**src/rtl/memory_decode_remap_regs.svh**
```systemverilog
/*
 * Address map, boot and timing constants of the memory decode and remap block.
 * Assumes a 32-bit little-endian internal address bus from the core.
 */
// Overview of operation
// Low 4 MB internal memory, top 4 MB peripherals, rest external bus.
// All spaces are little-endian only.
// Internal memories are 32-bit and answer any access in one cycle.
// Primary SRAM at 0x300000 before remap, at zero after remap.
// Secondary 128 KB bank decoded at 0x100000 when present.
// Secondary SRAM write-protected after reset; writing 0x1 to mode register unprotects.
// Boot choice sampled from boot select pin in last 10 cycles of reset.
// Pin low: 16-bit external boot; high: 8-bit external or internal bank.
// Boot select pad becomes I/O line 24 after reset.
// Exception vectors 0x0 to 0x20 come from memory decoded at zero.
// Writing one to the remap bit swaps zero to primary SRAM.
// Software remaps before using chip selects 1 to 7.
// Remap sticks until internal or external reset.
// Abort on undefined address in external bus space.
// Write to protected memory aborts but still proceeds.
// No abort for internal memory reads or any peripheral access.
// 0x400000 up to 0xffc00000 routes to the external bus unit.
// Peripheral access is word-only; low address bits are cleared.
// Each peripheral gets a 16 KB slot, interrupt controller only 4 KB.
// External system boots first, loads SRAM, flips boot pin, resets again.
// Watchdog reset keeps boot mode and does not resample pins.
// Before remap the lowest megabyte decodes to the boot memory.
`ifndef MEMORY_DECODE_REMAP_REGS_SVH
`define MEMORY_DECODE_REMAP_REGS_SVH
`define MDR_MB_LSB 20
`define MDR_INT_TOP 12'h003
`define MDR_PER_TOP 10'h3ff
`define MDR_MB_ZERO 12'h000
`define MDR_MB_SEC 12'h001
`define MDR_MB_PRI 12'h003
`define MDR_MODE_UNPROT 32'h0000_0001
`define MDR_BOOT_CYCLES 4'ha
`define MDR_SLOT_LSB 14
`define MDR_AIC_SLOT 8'hff
`define MDR_AIC_LSB 12
`define MDR_VEC_TOP 32'h0000_0020
`endif

```
**src/rtl/memory_decode_remap_pkg.sv**
```systemverilog
/*
 * Types of the memory decode and remap block.
 * Assumes the constants header is compiled alongside.
 */
package memory_decode_remap_pkg;
    typedef enum logic [1:0] {
        SPACE_INT = 2'b00,
        SPACE_EXT = 2'b01,
        SPACE_PER = 2'b11
    } space_e;
    typedef enum logic [2:0] {
        TGT_NONE = 3'h0,
        TGT_PRI = 3'h1,
        TGT_SEC = 3'h2,
        TGT_EXT = 3'h3,
        TGT_PER = 3'h4
    } target_e;
    typedef enum logic [1:0] {
        BOOT_EXT16 = 2'b00,
        BOOT_EXT8 = 2'b01,
        BOOT_INT = 2'b11
    } boot_e;
endpackage

```
**src/rtl/memory_decode_remap.sv**
```systemverilog
/*
 * Memory controller address decoder: space split, boot select, remap,
 * secondary bank write protect, abort and peripheral slot decode.
 * Assumes the core drives a request with address, size and write one cycle
 * at a time; the external bus unit reports which external addresses exist.
 */
`timescale 1ns/1ps
`include "memory_decode_remap_regs.svh"
module memory_decode_remap #(
    parameter bit HAS_SEC = 1'b1,
    parameter bit SEC_IS_ROM = 1'b0
) (
    // Clock and resets
    input wire logic mclk_i,
    input wire logic sys_rst_i,
    input wire logic wd_reset_i,
    // Boot strap pad
    input wire logic boot_select_pin_i,
    // Core request
    input wire logic req_i,
    input wire logic req_write_i,
    input wire logic [1:0] req_size_i,
    input wire logic [31:0] req_addr_i,
    // Control writes and external address valid
    input wire logic remap_wr_i,
    input wire logic [31:0] remap_wdata_i,
    input wire logic mode_wr_i,
    input wire logic [31:0] mode_wdata_i,
    input wire logic ext_addr_valid_i,
    // Decode results
    output memory_decode_remap_pkg::space_e space_o,
    output memory_decode_remap_pkg::target_e target_o,
    output logic [31:0] mem_addr_o,
    output logic chip_select_zero_o,
    output logic [7:0] per_slot_o,
    output logic aic_sel_o,
    output logic abort_o,
    output logic access_ok_o,
    // Status
    output logic remap_bit_o,
    output logic sec_protect_o,
    output memory_decode_remap_pkg::boot_e boot_mode_o,
    output logic io_line_24_en_o,
    output logic in_reset_o
);
    import memory_decode_remap_pkg::*;

    logic bsel_meta_q, bsel_sync_q;
    logic rst_meta_q, rst_sync_q;
    logic [3:0] low_cnt_q, high_cnt_q;
    boot_e boot_q;
    logic remap_q, prot_q, rst_seen_q;
    logic [11:0] mb;
    logic per_hit, int_hit;

    // Pad and reset level synchronisers, free of reset so the pad is seen during reset
    always_ff @(posedge mclk_i)
    begin
        bsel_meta_q <= boot_select_pin_i;
        bsel_sync_q <= bsel_meta_q;
        rst_meta_q <= sys_rst_i;
        rst_sync_q <= rst_meta_q;
    end

    // Reset release tracking, pad handover to I/O line 24
    always_ff @(posedge mclk_i or posedge sys_rst_i)
    begin
        if (sys_rst_i)
            rst_seen_q <= 1'b0;
        else
            rst_seen_q <= 1'b1;
    end
    assign in_reset_o = !rst_seen_q;
    assign io_line_24_en_o = rst_seen_q;

    // Count steady level of the pad while reset is held, saturating
    always_ff @(posedge mclk_i)
    begin
        if (rst_sync_q)
        begin
            if (bsel_sync_q)
            begin
                low_cnt_q <= 4'h0;
                if (high_cnt_q != `MDR_BOOT_CYCLES)
                    high_cnt_q <= high_cnt_q + 4'h1;
            end
            else
            begin
                high_cnt_q <= 4'h0;
                if (low_cnt_q != `MDR_BOOT_CYCLES)
                    low_cnt_q <= low_cnt_q + 4'h1;
            end
        end
        else
        begin
            low_cnt_q <= 4'h0;
            high_cnt_q <= 4'h0;
        end
    end

    // Boot mode caught at the first edge after release, watchdog keeps it
    always_ff @(posedge mclk_i or posedge sys_rst_i)
    begin
        if (sys_rst_i)
            boot_q <= BOOT_EXT16;
        else if (!rst_seen_q)
        begin
            if (high_cnt_q != `MDR_BOOT_CYCLES)
                boot_q <= BOOT_EXT16;
            else if (HAS_SEC)
                boot_q <= BOOT_INT;
            else
                boot_q <= BOOT_EXT8;
        end
    end
    assign boot_mode_o = boot_q;

    // Remap is set only; both resets clear it
    always_ff @(posedge mclk_i or posedge sys_rst_i)
    begin
        if (sys_rst_i)
            remap_q <= 1'b0;
        else if (wd_reset_i)
            remap_q <= 1'b0;
        else if (remap_wr_i && remap_wdata_i[0])
            remap_q <= 1'b1;
    end
    assign remap_bit_o = remap_q;

    // Secondary bank protection
    always_ff @(posedge mclk_i or posedge sys_rst_i)
    begin
        if (sys_rst_i)
            prot_q <= 1'b1;
        else if (wd_reset_i)
            prot_q <= 1'b1;
        else if (mode_wr_i)
            prot_q <= (mode_wdata_i != `MDR_MODE_UNPROT);
    end
    assign sec_protect_o = prot_q || SEC_IS_ROM;

    // Address decode
    assign mb = req_addr_i[31:`MDR_MB_LSB];
    assign int_hit = (mb <= `MDR_INT_TOP);
    assign per_hit = (req_addr_i[31:22] == `MDR_PER_TOP);

    always_comb
    begin
        space_o = SPACE_EXT;
        target_o = TGT_EXT;
        chip_select_zero_o = 1'b0;
        mem_addr_o = req_addr_i;
        if (per_hit)
        begin
            space_o = SPACE_PER;
            target_o = TGT_PER;
            mem_addr_o = {req_addr_i[31:2], 2'b00};
        end
        else if (int_hit)
        begin
            space_o = SPACE_INT;
            target_o = TGT_NONE;
            if (mb == `MDR_MB_ZERO)
            begin
                // Vectors at zero come from whatever is decoded here
                if (remap_q)
                    target_o = TGT_PRI;
                else if (boot_q == BOOT_INT)
                    target_o = TGT_SEC;
                else
                begin
                    target_o = TGT_EXT;
                    chip_select_zero_o = 1'b1;
                end
            end
            else if (mb == `MDR_MB_SEC && HAS_SEC)
                target_o = TGT_SEC;
            else if (mb == `MDR_MB_PRI && !remap_q)
                target_o = TGT_PRI;
        end
    end

    // Peripheral slot and interrupt controller window
    assign per_slot_o = req_addr_i[`MDR_SLOT_LSB +: 8];
    assign aic_sel_o = per_hit && (per_slot_o == `MDR_AIC_SLOT) &&
        (req_addr_i[`MDR_SLOT_LSB-1:`MDR_AIC_LSB] == 2'b00);

    // Abort generation; access still proceeds
    always_comb
    begin
        abort_o = 1'b0;
        if (req_i && space_o == SPACE_EXT && !int_hit)
            abort_o = !remap_q || !ext_addr_valid_i;
        else if (req_i && req_write_i && target_o == TGT_SEC && sec_protect_o)
            abort_o = 1'b1;
    end
    assign access_ok_o = req_i;

    // Single-cycle answer for internal memories
    single_cycle_a: assert property (@(posedge mclk_i) disable iff (sys_rst_i)
        req_i |-> access_ok_o) else $error("Request not answered");
    no_per_abort_a: assert property (@(posedge mclk_i) disable iff (sys_rst_i)
        (req_i && per_hit) |-> !abort_o) else $error("Peripheral abort");
    no_int_read_a: assert property (@(posedge mclk_i) disable iff (sys_rst_i)
        (req_i && int_hit && !req_write_i) |-> !abort_o)
        else $error("Internal read abort");
    word_align_a: assert property (@(posedge mclk_i) disable iff (sys_rst_i)
        per_hit |-> mem_addr_o[1:0] == 2'b00) else $error("Peripheral unaligned");
    remap_sticky_a: assert property (@(posedge mclk_i) disable iff (sys_rst_i)
        (remap_q && !wd_reset_i) |=> remap_q) else $error("Remap lost");
    remap_set_a: assert property (@(posedge mclk_i) disable iff (sys_rst_i)
        (remap_wr_i && remap_wdata_i[0] && !wd_reset_i) |=> remap_q)
        else $error("Remap not set");
    zero_pri_a: assert property (@(posedge mclk_i) disable iff (sys_rst_i)
        (remap_q && req_addr_i <= `MDR_VEC_TOP) |-> target_o == TGT_PRI)
        else $error("Vectors not from SRAM");
    prot_abort_a: assert property (@(posedge mclk_i) disable iff (sys_rst_i)
        (req_i && req_write_i && target_o == TGT_SEC && sec_protect_o) |-> abort_o)
        else $error("Protected write no abort");
    boot_keep_a: assert property (@(posedge mclk_i) disable iff (sys_rst_i)
        (rst_seen_q && wd_reset_i) |=> $stable(boot_q))
        else $error("Boot mode changed");
    pri_pre_a: assert property (@(posedge mclk_i) disable iff (sys_rst_i)
        (!remap_q && mb == `MDR_MB_PRI) |-> target_o == TGT_PRI)
        else $error("Primary SRAM not at base");
    ext_route_a: assert property (@(posedge mclk_i) disable iff (sys_rst_i)
        (!int_hit && !per_hit) |-> space_o == SPACE_EXT) else $error("Bad route");

    // Space routing
    per_space_a: assert property (@(posedge mclk_i) disable iff (sys_rst_i)
        per_hit |-> (space_o == SPACE_PER && target_o == TGT_PER))
        else $error("Peripheral route wrong");
    int_space_a: assert property (@(posedge mclk_i) disable iff (sys_rst_i)
        (int_hit && !per_hit) |-> space_o == SPACE_INT)
        else $error("Internal route wrong");
    ext_target_a: assert property (@(posedge mclk_i) disable iff (sys_rst_i)
        (!int_hit && !per_hit) |-> target_o == TGT_EXT)
        else $error("External target wrong");
    addr_pass_a: assert property (@(posedge mclk_i) disable iff (sys_rst_i)
        !per_hit |-> mem_addr_o == req_addr_i)
        else $error("Address altered");
    per_upper_a: assert property (@(posedge mclk_i) disable iff (sys_rst_i)
        per_hit |-> mem_addr_o[31:2] == req_addr_i[31:2])
        else $error("Peripheral word address altered");
    no_cs0_ext_a: assert property (@(posedge mclk_i) disable iff (sys_rst_i)
        !int_hit |-> !chip_select_zero_o)
        else $error("Boot select outside low space");

    // Internal memory map
    sec_base_a: assert property (@(posedge mclk_i) disable iff (sys_rst_i)
        (HAS_SEC && mb == `MDR_MB_SEC) |-> target_o == TGT_SEC)
        else $error("Secondary bank missing");
    pri_gone_a: assert property (@(posedge mclk_i) disable iff (sys_rst_i)
        (remap_q && mb == `MDR_MB_PRI) |-> target_o == TGT_NONE)
        else $error("Primary SRAM at old base");
    zero_sec_a: assert property (@(posedge mclk_i) disable iff (sys_rst_i)
        (!remap_q && mb == `MDR_MB_ZERO && boot_q == BOOT_INT) |-> target_o == TGT_SEC)
        else $error("Internal boot not at zero");
    zero_ext_a: assert property (@(posedge mclk_i) disable iff (sys_rst_i)
        (!remap_q && mb == `MDR_MB_ZERO && boot_q != BOOT_INT) |-> chip_select_zero_o)
        else $error("External boot not selected");
    cs0_only_a: assert property (@(posedge mclk_i) disable iff (sys_rst_i)
        chip_select_zero_o |-> (!remap_q && mb == `MDR_MB_ZERO))
        else $error("Boot select out of place");
    zero_any_a: assert property (@(posedge mclk_i) disable iff (sys_rst_i)
        (remap_q && mb == `MDR_MB_ZERO) |-> target_o == TGT_PRI)
        else $error("Zero not primary SRAM");

    // Protection and remap state
    prot_init_a: assert property (@(posedge mclk_i) disable iff (sys_rst_i)
        !rst_seen_q |-> prot_q)
        else $error("Not protected after reset");
    unprot_a: assert property (@(posedge mclk_i) disable iff (sys_rst_i)
        (mode_wr_i && mode_wdata_i == `MDR_MODE_UNPROT && !wd_reset_i) |=> !prot_q)
        else $error("Protection not lifted");
    reprot_a: assert property (@(posedge mclk_i) disable iff (sys_rst_i)
        (mode_wr_i && mode_wdata_i != `MDR_MODE_UNPROT) |=> prot_q)
        else $error("Protection not restored");
    wd_clear_a: assert property (@(posedge mclk_i) disable iff (sys_rst_i)
        wd_reset_i |=> (prot_q && !remap_q))
        else $error("Watchdog reset incomplete");
    remap_init_a: assert property (@(posedge mclk_i) disable iff (sys_rst_i)
        !rst_seen_q |-> !remap_q)
        else $error("Remap set after reset");
    remap_ignore_a: assert property (@(posedge mclk_i) disable iff (sys_rst_i)
        (!remap_q && !(remap_wr_i && remap_wdata_i[0])) |=> !remap_q)
        else $error("Remap set without write");

    // Abort
    ext_pre_a: assert property (@(posedge mclk_i) disable iff (sys_rst_i)
        (req_i && !int_hit && !per_hit && !remap_q) |-> abort_o)
        else $error("No abort before remap");
    ext_bad_a: assert property (@(posedge mclk_i) disable iff (sys_rst_i)
        (req_i && !int_hit && !per_hit && !ext_addr_valid_i) |-> abort_o)
        else $error("No abort on undefined address");
    ext_good_a: assert property (@(posedge mclk_i) disable iff (sys_rst_i)
        (req_i && !int_hit && !per_hit && remap_q && ext_addr_valid_i) |-> !abort_o)
        else $error("Abort on defined address");
    idle_abort_a: assert property (@(posedge mclk_i) disable iff (sys_rst_i)
        !req_i |-> !abort_o)
        else $error("Abort without request");
    open_write_a: assert property (@(posedge mclk_i) disable iff (sys_rst_i)
        (req_i && req_write_i && target_o == TGT_SEC && !sec_protect_o) |-> !abort_o)
        else $error("Abort on open write");
    int_write_a: assert property (@(posedge mclk_i) disable iff (sys_rst_i)
        (req_i && int_hit && target_o != TGT_SEC) |-> !abort_o)
        else $error("Abort on unprotected memory");
    ok_idle_a: assert property (@(posedge mclk_i) disable iff (sys_rst_i)
        !req_i |-> !access_ok_o)
        else $error("Answer without request");

    // Peripheral slots
    aic_per_a: assert property (@(posedge mclk_i) disable iff (sys_rst_i)
        aic_sel_o |-> per_hit)
        else $error("Interrupt window outside peripherals");
    aic_window_a: assert property (@(posedge mclk_i) disable iff (sys_rst_i)
        (per_hit && req_addr_i[`MDR_SLOT_LSB+7:`MDR_AIC_LSB] == {`MDR_AIC_SLOT, 2'b00}) |-> aic_sel_o)
        else $error("Interrupt window missed");
    aic_narrow_a: assert property (@(posedge mclk_i) disable iff (sys_rst_i)
        (req_addr_i[`MDR_SLOT_LSB-1:`MDR_AIC_LSB] != 2'b00) |-> !aic_sel_o)
        else $error("Interrupt window too wide");
    other_slot_a: assert property (@(posedge mclk_i) disable iff (sys_rst_i)
        (per_slot_o != `MDR_AIC_SLOT) |-> !aic_sel_o)
        else $error("Interrupt window in other slot");

    // Boot and reset release
    io_after_a: assert property (@(posedge mclk_i) disable iff (sys_rst_i)
        !rst_seen_q |=> io_line_24_en_o)
        else $error("Pad not handed over");
    boot_high_a: assert property (@(posedge mclk_i) disable iff (sys_rst_i)
        (!rst_seen_q && high_cnt_q == `MDR_BOOT_CYCLES) |=> boot_q != BOOT_EXT16)
        else $error("High boot level lost");
    boot_low_a: assert property (@(posedge mclk_i) disable iff (sys_rst_i)
        (!rst_seen_q && low_cnt_q == `MDR_BOOT_CYCLES) |=> boot_q == BOOT_EXT16)
        else $error("Low boot level lost");
    boot_hold_a: assert property (@(posedge mclk_i) disable iff (sys_rst_i)
        rst_seen_q |=> $stable(boot_q))
        else $error("Boot mode changed after reset");
    cnt_range_a: assert property (@(posedge mclk_i) disable iff (sys_rst_i)
        (high_cnt_q <= `MDR_BOOT_CYCLES && low_cnt_q <= `MDR_BOOT_CYCLES))
        else $error("Boot counter overrun");

    boot_int_c: cover property (@(posedge mclk_i) disable iff (sys_rst_i)
        rst_seen_q && boot_q == BOOT_INT);
    remap_c: cover property (@(posedge mclk_i) disable iff (sys_rst_i) $rose(remap_q));
    unprot_c: cover property (@(posedge mclk_i) disable iff (sys_rst_i) $fell(prot_q));
    abort_c: cover property (@(posedge mclk_i) disable iff (sys_rst_i) abort_o);
    aic_c: cover property (@(posedge mclk_i) disable iff (sys_rst_i) req_i && aic_sel_o);
endmodule

```
**config.mk**
```make
export PLATFORM = sky130hd
export DESIGN_NAME = memory_decode_remap
export DESIGN_NICKNAME = d
export VERILOG_FILES = /design/src/rtl/memory_decode_remap_pkg.sv /design/src/rtl/memory_decode_remap.sv
export VERILOG_INCLUDE_DIRS = /design/src /design/src/rtl
export SDC_FILE = /design/constraint.sdc
export NUM_CORES = 1
export LEC_CHECK = 0
export ABC_AREA = 1
export BUFFER_PORTS_ARGS = -buffer_cell sky130_fd_sc_hd__buf_2
export CAP_MARGIN = 30
export CORE_UTILIZATION = 30
export DETAILED_ROUTE_END_ITERATION = 7
export PLACE_DENSITY = 0.81
export SKIP_CTS_REPAIR_TIMING = 1
export SYNTH_ARGS = -nofsm -noshare
export SYNTH_HDL_FRONTEND = slang
export SYNTH_SLANG_ARGS = --single-unit
```
**constraint.sdc**
```tcl
create_clock -name mclk_i -period 1.5 [get_ports mclk_i]
set_clock_uncertainty 0.1 [all_clocks]
set_input_delay 0.15 -clock mclk_i [delete_from_list [all_inputs] [get_ports mclk_i]]
set_output_delay 0.15 -clock mclk_i [all_outputs]
set_load 0.02 [all_outputs]
```
==> results.yml <==
clock_tree:
  cts_max_level: 1
  cts_buffers: 3
  cts_tree: "yes"
  clock-sinks: 12
  cts_max_path_buffers: 2
  clock-root-buffer: "clkbuf_4"
  clock_latency_ns: 0.27
  clk_pin_slew_worst_paths_ns: 0.07
sta:
  fin_setup_tns_ns: -0.0882
  max_freq_mhz: 637
  setup-violations-final: 2
  rsz0062_at_grt: "yes"
  final_hold_viol_count: 1
  min_period_ns: 1.57
  setup_ws_ns: -0.0708
  fin_crit_sh_pct: 105
  slew_viol_final: 0
  hold_ws_ns: -0.00961
pwr:
  p_int_uw: 610
  comb_power_share_pct: 32.5
  pwr-share-seq_pct: 38.9
  sw_frac_of_total_pct: 30.7
  power.leakage_nw: 0.886
  switchingPower_uw: 271
  clockPowerShare_pct: 28.6
  vdd_drop_max_mv: 0.539
  p_per_area_nw_per_um2: 581
synthesis:
  syn_area_um2: 1100
  synth-seq-cells: 12
  synth_top_cell_area_share_pct: 28.7
  synth_area_leaders: "buf_4 (29%), dfxtp_1 (15%), nand2_1 (8.2%)"
  syn_inst: 163
  synthTopCellsByCount: "buf_4 (42), nand2_1 (24), nor2_1 (24), inv_1 (20), dfxtp_1 (8)"
  syn_nets: 272
  synth.most_common_cell: "buf_4"
  synth-async-reset-ratio_pct: 33.3
  synthFlopType: "dfxtp_1"
  synth_top_area_cell: "buf_4"
  synth_cell_types: 26
  synth_warnings: 0
  syn_avg_cell_area_um2: 6.75
  synth_enable_flop_cells: 0
  yosysSeqAreaShare_pct: 23.8
setup_path:
  cp_max_fo: 3
  required_ns: 1.25
  start_kind: "flip-flop"
  arrival_ns: 1.32
  path_class: "reg2out"
  endpoint_kind: "output port"
cells_and_area:
  fin_cells: 286
  nFillCells: 349
  nets: 350
  drive_gt1_share_pct: 55.4
  syn_to_final_growth_pct: 37.7
  post-route-util_pct: 44.3
  seqCellArea_um2: 262
  multi_input_area_um2: 468
  diodes: 0
drt:
  route.final.wire_length_mm: 2.75
  drt_iter0_drc: 19
  detail-route-antenna-nets: 0
  wire_per_inst_um: 9.63
  firstDrtPassIters: 3
  routed_via_density: 4.24
  drc: 0
  vias: 1212
floorplanning:
  design.core.area_um2: 3420
  die_area_um2: 3910
  die_x_um: 62.5
  num_rows: 21
  ios: 162
  die_y_um: 62.5
  start_util_pct: 32.2
global_routing:
  gr-total-overflow: 0
  grt_pass1_wl_mm: 4.06
  antenna_found_initial: 0
  grt_pass1_vias: 1004
  grt_max_degree: 8
  grt_usage_pct: 12.8
place:
  gp_congestion: 0.738
  io_buffers: 108
  hpwl_mm: 2.32
  dp_cells: 277
min_path:
  hold_class: "in2reg"
outcome:
  run_status: "finished, violations left"
  violations: "hold timing, setup timing"
run:
  drv_cap: 0
[cell families (layout without fill, tap and decap cells)]
logic type      count (synthesis)  in the layout  share of synthesized area [%]
simple gates                   73             73                           30.8
buf+inv                        63            140                           35.8
flops                          12             12                           23.8
compound gates                 10             10                           5.35
fa+ha+maj                       2              2                           2.27
xor+xnor                        2              2                           1.59
other cells                     1              1                          0.341
[layout make-up]
type,count,area share [%]
Timing Repair Buffer,115,40.4
Multi-Input combinational cell,88,30.9
Sequential cell,12,17.3
Inverter,21,5.21
Tap cell,46,3.80
Clock buffer,4,2.40
[sequential cells by signal (all words and copies together) (netlist names)]
name	flops
bsel_sync_q	1
sec_protect_o	1
boot_mode_o	1
rst_sync_q	1
bsel_meta_q	1
rst_meta_q	1
io_line_24_en_o	1
remap_bit_o	1
high_cnt_q	4
[placed cells by master (no fill, tap or decap), drive strengths merged]
cell type	instances
o21bai	1
nand4	5
nor2	29
buf	112
or2	1
inv	20
a21oi	5
ha	2
dlygate4sd3	3
conb	1
dfrtp	3
nor3	4
nand3	6
xnor2	1
o21ai	3
nor4	2
dfxtp	8
a21boi	1
clkinv	1
dfstp	1
xor2	1
nand2	26
clkbuf	4
[worst max-delay path, cell delays in order (launching register included)]
cell and delay (ns):
dfstp_2 0.55, nand3_2 0.07, nor2_1 0.09, nand2_1 0.07, o21bai_2 0.14, buf_6 0.13
[power groups by stage]
stage,combinational (mW),clock (mW),sequential (mW)
2_1_floorplan,0.211,0,0.353
3_3_place_gp,0.268,0,0.348
3_5_place_dp,0.271,0,0.348
4_1_cts,0.272,0.261,0.341
5_1_grt,0.313,0.272,0.343
6_report,0.286,0.252,0.342
[per-layer routing]
| layer | wire, µm | GRT usage [%] | vias up |
|---|---|---|---|
| met3 | 286 | 2.55 | 4 |
| met1 | 974 | 12.9 | 511 |
| li1 | - | - | 620 |
| met4 | 12 | 4.94 | 0 |
| met5 | 0 | 0 | - |
| met2 | 1480 | 25.4 | 77 |
[path summary, 6_finish.rpt]
check,slack (ns),endpoint,from,cells after the start
max,-0.07,abort_o,sec_protect_o,5
min,-0.01,sec_protect_o,mode_wr_i,3
max reg2reg,0.23,high_cnt_q[0],high_cnt_q[0],7
min reg2reg,0.23,bsel_sync_q,bsel_meta_q,0
max in group asynchronous,0.86,sec_protect_o,sys_rst_i,3
min in group asynchronous,0.22,io_line_24_en_o,sys_rst_i,3
[metrics by stage]
step	area [µm²]	worst slack, ns	total power [mW]
after global placement	1400	0.0568	0.615
final	1510	-0.0708	0.880
after floorplan	1100	0.122	0.564
after detailed placement	1400	0.0348	0.619
after CTS	1430	-0.113	0.874
after global routing	1510	-0.131	0.928
No activity file was read; power rests on OpenSTA's default activity.
